## src/design/cmr_pkg.sv

```systemverilog
package cmr_pkg;
  localparam logic [7:0] CMR_MODE_ADDR = 8'h9D;
  localparam logic [7:0] CMR_MUX_ADDR = 8'h9F;
  localparam logic [7:0] CMR_MUX_RESET = 8'hFF;
  localparam logic [7:0] CMR_MODE_RESET = 8'h02;
  localparam int CMR_RISE_EN_POS = 5;
  localparam int CMR_FALL_EN_POS = 4;
  localparam logic [7:0] CMR_MODE_WMASK = 8'h33;
  localparam int CMR_NEG_SEL_POS = 4;
  localparam int CMR_POS_SEL_POS = 0;
  localparam int CMR_SEL_OFF_POS = 3;
  localparam int CMR_NUM_PINS = 8;

  typedef struct packed {
    logic wr;
    logic rd;
    logic [7:0] addr;
    logic [7:0] wdata;
  } cmr_sfr_req_t;

  typedef struct packed {
    logic valid;
    logic [7:0] pin_sel;
  } cmr_route_t;
endpackage : cmr_pkg

```

## src/design/cmr_route_dec.sv

```systemverilog
`timescale 1ns/1ps
module cmr_route_dec
  import cmr_pkg::*;
(
  // Select nibble
  input wire logic [3:0] sel,
  // One-hot route
  output cmr_route_t route
);
  always_comb begin
    route.valid = ~sel[CMR_SEL_OFF_POS];
    route.pin_sel = 8'h00;
    if (!sel[CMR_SEL_OFF_POS]) begin
      route.pin_sel[sel[2:0]] = 1'b1;
    end
  end
endmodule : cmr_route_dec

```

## src/design/cmr_regs.sv

```systemverilog
`timescale 1ns/1ps
// Behaviour
// - Negative select top bit zero: low bits pick P0.1,P0.3..P1.7 odd pins.
// - Negative select top bit one: no pin on negative input.
// - Positive select top bit zero: low bits pick P0.0,P0.2..P1.6 even pins.
// - Positive select top bit one: no pin on positive input.
// - Input select resets to all ones; all eight bits read/write.
// - Mode bit 5 enables rising-edge interrupt.
// - Mode bit 4 enables falling-edge interrupt.
// - Mode bits 7-6 and 3-2 read zero, writes discarded.
// - Mode bits 1-0 give response mode, driven continuously to comparator.
// - Mode register resets to 0x02.
// - Rising output edge sets rise flag; falling edge sets fall flag.
// - Edge flags stay set until FLAG_CLR_RISE or FLAG_CLR_FALL clears them.
module cmr_regs
  import cmr_pkg::*;
(
  // Clock and reset
  input wire logic CORE_CLK,
  input wire logic RST_B,
  // Special-function-register access
  input wire cmr_sfr_req_t SFR_REQ,
  output logic [7:0] SFR_RDATA,
  output logic SFR_HIT,
  // Comparator side
  input wire logic CMP_OUT,
  input wire logic FLAG_CLR_RISE,
  input wire logic FLAG_CLR_FALL,
  output logic RISE_EDGE_FLAG,
  output logic FALL_EDGE_FLAG,
  output logic [1:0] RESPONSE_MODE,
  output logic [7:0] NEG_PIN_SEL,
  output logic NEG_PIN_VALID,
  output logic [7:0] POS_PIN_SEL,
  output logic POS_PIN_VALID,
  output logic CMP_IRQ
);
  logic [7:0] comparator_input_select_q;
  logic [7:0] comparator_mode_select_q;
  logic cmp_prev_q;
  logic rise_edge_flag_q;
  logic fall_edge_flag_q;
  logic [7:0] rdata_d;
  logic hit_d;
  cmr_route_t neg_route;
  cmr_route_t pos_route;

  always_ff @(posedge CORE_CLK or negedge RST_B) begin
    if (!RST_B) begin
      comparator_input_select_q <= CMR_MUX_RESET;
    end else if (SFR_REQ.wr && SFR_REQ.addr == CMR_MUX_ADDR) begin
      comparator_input_select_q <= SFR_REQ.wdata;
    end
  end

  always_ff @(posedge CORE_CLK or negedge RST_B) begin
    if (!RST_B) begin
      comparator_mode_select_q <= CMR_MODE_RESET;
    end else if (SFR_REQ.wr && SFR_REQ.addr == CMR_MODE_ADDR) begin
      comparator_mode_select_q <= SFR_REQ.wdata & CMR_MODE_WMASK;
    end
  end

  // Comparator output is taken as already synchronous to the core clock
  always_ff @(posedge CORE_CLK or negedge RST_B) begin
    if (!RST_B) begin
      cmp_prev_q <= 1'b0;
    end else begin
      cmp_prev_q <= CMP_OUT;
    end
  end

  // Set beats clear so an edge in the clearing cycle is not lost
  always_ff @(posedge CORE_CLK or negedge RST_B) begin
    if (!RST_B) begin
      rise_edge_flag_q <= 1'b0;
      fall_edge_flag_q <= 1'b0;
    end else begin
      if (CMP_OUT && !cmp_prev_q) begin
        rise_edge_flag_q <= 1'b1;
      end else if (FLAG_CLR_RISE) begin
        rise_edge_flag_q <= 1'b0;
      end
      if (!CMP_OUT && cmp_prev_q) begin
        fall_edge_flag_q <= 1'b1;
      end else if (FLAG_CLR_FALL) begin
        fall_edge_flag_q <= 1'b0;
      end
    end
  end

  always_comb begin
    rdata_d = 8'h00;
    hit_d = 1'b0;
    if (SFR_REQ.addr == CMR_MUX_ADDR) begin
      rdata_d = comparator_input_select_q;
      hit_d = 1'b1;
    end else if (SFR_REQ.addr == CMR_MODE_ADDR) begin
      rdata_d = comparator_mode_select_q & CMR_MODE_WMASK;
      hit_d = 1'b1;
    end
  end

  // Read data registered: valid the edge after the read strobe
  always_ff @(posedge CORE_CLK or negedge RST_B) begin
    if (!RST_B) begin
      SFR_RDATA <= 8'h00;
      SFR_HIT <= 1'b0;
    end else begin
      SFR_RDATA <= SFR_REQ.rd ? rdata_d : 8'h00;
      SFR_HIT <= SFR_REQ.rd & hit_d;
    end
  end

  cmr_route_dec u_neg_dec (
    .sel(comparator_input_select_q[CMR_NEG_SEL_POS +: 4]),
    .route(neg_route)
  );

  cmr_route_dec u_pos_dec (
    .sel(comparator_input_select_q[CMR_POS_SEL_POS +: 4]),
    .route(pos_route)
  );

  // Bit n of a select vector is the nth pin of its odd or even list
  assign NEG_PIN_SEL = neg_route.pin_sel;
  assign NEG_PIN_VALID = neg_route.valid;
  assign POS_PIN_SEL = pos_route.pin_sel;
  assign POS_PIN_VALID = pos_route.valid;

  assign RESPONSE_MODE = comparator_mode_select_q[1:0];
  assign RISE_EDGE_FLAG = rise_edge_flag_q;
  assign FALL_EDGE_FLAG = fall_edge_flag_q;
  assign CMP_IRQ = (rise_edge_flag_q & comparator_mode_select_q[CMR_RISE_EN_POS])
                 | (fall_edge_flag_q & comparator_mode_select_q[CMR_FALL_EN_POS]);
endmodule : cmr_regs

```

## config.mk

```make
export PLATFORM = sky130hd
export DESIGN_NAME = cmr_regs
export DESIGN_NICKNAME = d
export VERILOG_FILES = /design/src/design/cmr_pkg.sv /design/src/design/cmr_route_dec.sv /design/src/design/cmr_regs.sv
export SDC_FILE = /design/constraint.sdc
export NUM_CORES = 1
export LEC_CHECK = 0
export BUFFER_PORTS_ARGS = -buffer_cell sky130_fd_sc_hd__buf_2
export CAP_MARGIN = 25
export CORE_MARGIN = 10
export CORE_UTILIZATION = 44
export DETAILED_ROUTE_END_ITERATION = 8
export GPL_TIMING_DRIVEN = 0
export PLACE_DENSITY = 0.74
export RECOVER_POWER = 50
export SLEW_MARGIN = 0
export SYNTH_ARGS = -nofsm -noshare
export SYNTH_HDL_FRONTEND = slang
export SYNTH_SLANG_ARGS = --single-unit
```

## constraint.sdc

```tcl
create_clock -name CORE_CLK -period 1.3 [get_ports CORE_CLK]
set_clock_uncertainty 0.2 [all_clocks]
set_input_delay 0.26 -clock CORE_CLK [delete_from_list [all_inputs] [get_ports CORE_CLK]]
set_output_delay 0.26 -clock CORE_CLK [all_outputs]
set_load 0.01 [all_outputs]
```

==> flow_summary.yaml <==
floorplan:
  core-area_sq_um: 2250
  die-area_sq_um: 4800
  die_h_um: 69.3
  rows: 17
  boundaryPins: 55
  die_x_um: 69.3
  initial_core_util_pct: 47.4
timing:
  finalSetupTns_ps: -9400
  fmax_mhz: 534
  worst_pin_slew_ps: 566
  timing.final.crit_share_pct: 144
  hold_slack_ps: -6.08
  final_hold_viol_count: 1
  rsz0062_at_grt: "yes"
  final.setup.worst_slack_ps: -574
  max_slew_margin_pct: 62.3
  setup_viol: 29
  min_period_ps: 1870
  drv_slew: 0
logic_synthesis:
  yosys.cell_count.top_type: "dfrtp_1"
  synthArstFlopShare_pct: 100
  ys_seq_elements: 24
  ys_types: 18
  synth_area_leader_cell: "dfrtp_1"
  synth_edf_count: 0
  synthCells: 89
  syn_area_sq_um: 1070
  synth-main-ff-cell: "dfrtp_1"
  yosys-top-cells-area: "dfrtp_1 35%, dfstp_2 22%, mux2_2 13%"
  seq_area_frac_synth_pct: 57.2
  synth_warnings: 0
  synth_nets: 112
  synth_commonest_cells: "15 x dfrtp_1, 12 x mux2_2, 10 x nor2_1"
  synth_top_area_share_pct: 35.1
  avgSynthCellArea_sq_um: 12.0
pwr:
  irDropWorstVdd_v: 0.000792
  powerDensity_nw_per_um2: 845
  leakagePower_nw: 0.977
finish:
  final_area_sq_um: 1810
  diodes: 0
  regArea_sq_um: 612
  final_nets: 195
  fillers: 141
  synthToLayoutAreaGrowth_pct: 69.4
  multi_input_area_sq_um: 536
  drive_gt1_share_pct: 69.6
worst_setup_path:
  cp_slowest_stage_delay_ps: 670
  path_cells: "nand2b_1, nor2_1, buf_2"
  end_kind: "primary output"
  slowest_stage: "dfstp_2"
  cp-start-kind: "register"
  worstPathArrival_ps: 1410
  crit_type: "register to primary output"
  worstPathRequired_ps: 840
  path_max_fanout: 7
routing:
  wl_met2_um: 2050
  num_vias: 1061
  drt_wl_total_um: 3870
  drtPass1Iterations: 4
  routed.top_layer: "met4"
  post-route-drc-count: 0
  ant_nets: 0
  drt_iter0_drc: 21
  dr_wl_met3_um: 249
  wl_met1_um: 1450
  via_per_inst: 5.33
  wire_per_inst_um: 19.4
global_route:
  grt_pass1_vias: 1134
  globalRouteOverflowTotal: 0
  grt_pass1_wl_um: 5710
  antenna_found_initial: 0
  grt_max_degree: 25
  track_usage_pct: 14.5
clock_network:
  cts_buffers: 3
  clkLatencyLatePin_ps: 340
  clkSlewWorstSetupHoldPaths_ps: 130
  cts_max_level: 1
  cts.sinks: 24
  cts_tree: "done"
  cts.root.buffer_cell: "clkbuf_4"
  clockBufferDepth: 2
worst_hold_path:
  min_path_type: "input port to register"
place:
  dpl-instance-area_sq_um: 1420
  routabilityCongestion: 0.754
  port_buffers: 53
  dpl.hpwl_um: 2360
flow_run:
  cap_violations: 0
outcome:
  outcome: "finished with violations"
  violations: "hold timing, setup timing"
-- per-stage QoR --
stage	hold slack [ps]	utilization (%)	setup slack, ps	power [mW]	std cells
after floorplan	-236	-	-182	0.914	89
after global placement	48.9	63.0	-316	1.00	170
after detailed placement	53.7	63.0	-348	1.01	170
after CTS	4.43	75.9	-486	1.49	194
after global routing	13.4	80.4	-638	1.59	199
final	-6.08	80.4	-574	1.53	199
-- repair_timing --
action,CTS,global route
setup buffers,11,6
gates resized for setup,17,15
endpoints found under the setup margin,31,33
pin swaps,5,4
hold buffers,11,0
endpoints found under the hold margin,29,0
-- final cells by class --
class | count | area share [%]
buffer | 1 | 0.414
clock buffer | 4 | 2.00
inverter | 6 | 1.24
multi-input combinational | 56 | 29.6
sequential | 24 | 33.8
tap | 28 | 1.93
timing repair buffer | 80 | 31.1
-- cell usage in the layout, fill, tap and decap left out, drive strengths merged --
cell and count:
dfstp 9, buf 68, and4b 1, nand2 4
nand3 1, mux2 12, inv 6, nor2 10
nor4 2, dlygate4sd3 11, clkbuf 6, a22o 2
dfrtp 15, and3 5, o22ai 1, nand2b 4
nor3 8, nand4 1, and4bb 1, mux2i 4
-- where the power goes --
group	internal [mW]	total (mW)	leakage, nW	switching, mW
sequential	0.784	0.819	0.296	0.0356
clock	0.172	0.407	0.0210	0.235
combinational	0.167	0.305	0.660	0.138
-- layer usage --
metal  track usage (%)  vias to the layer above
met5                 0                        -
met4              7.76                        0
met3              3.99                       14
met2              25.7                       53
met1              15.1                      525
li1                  -                      469
-- registers in the layout, summed over array words and instances (netlist names) --
signal and cells:
FALL_EDGE_FLAG 1, RISE_EDGE_FLAG 1, comparator_input_select_q 8, cmp_prev_q 1, SFR_RDATA 8, SFR_HIT 1
comparator_mode_select_q 4
-- worst max-delay path: cells and delay by family (launching register included) --
kind,cells,cell delay (ps)
DFF,1,670
and+or+nand+nor,2,270
buffers and inverters,1,140
-- logic make-up after synthesis --
group                  after synthesis  synth area share (%)
flip-flops                          24                  57.2
AO/OA/AOI/OAI                        3                  2.22
multiplexers                        16                  16.4
AND/OR/NAND/NOR                     37                  20.0
buffers and inverters                9                  4.21
-- final timing paths --
| kind | end | from | slack [ps] | depth (start not counted) |
|---|---|---|---|---|
| worst max-delay path | NEG_PIN_SEL[3] | comparator_input_select_q[6] | -570 | 3 |
| max in group asynchronous | comparator_input_select_q[1] | RST_B | 290 | 2 |
| worst min register to register | RISE_EDGE_FLAG | cmp_prev_q | 280 | 1 |
| worst min-delay path | FALL_EDGE_FLAG | FLAG_CLR_FALL | -6 | 3 |
| worst max register to register | comparator_mode_select_q[0] | comparator_mode_select_q[0] | 60 | 3 |
| min in group asynchronous | SFR_RDATA[6] | RST_B | 220 | 2 |
No activity file was read; power rests on OpenSTA's default activity.
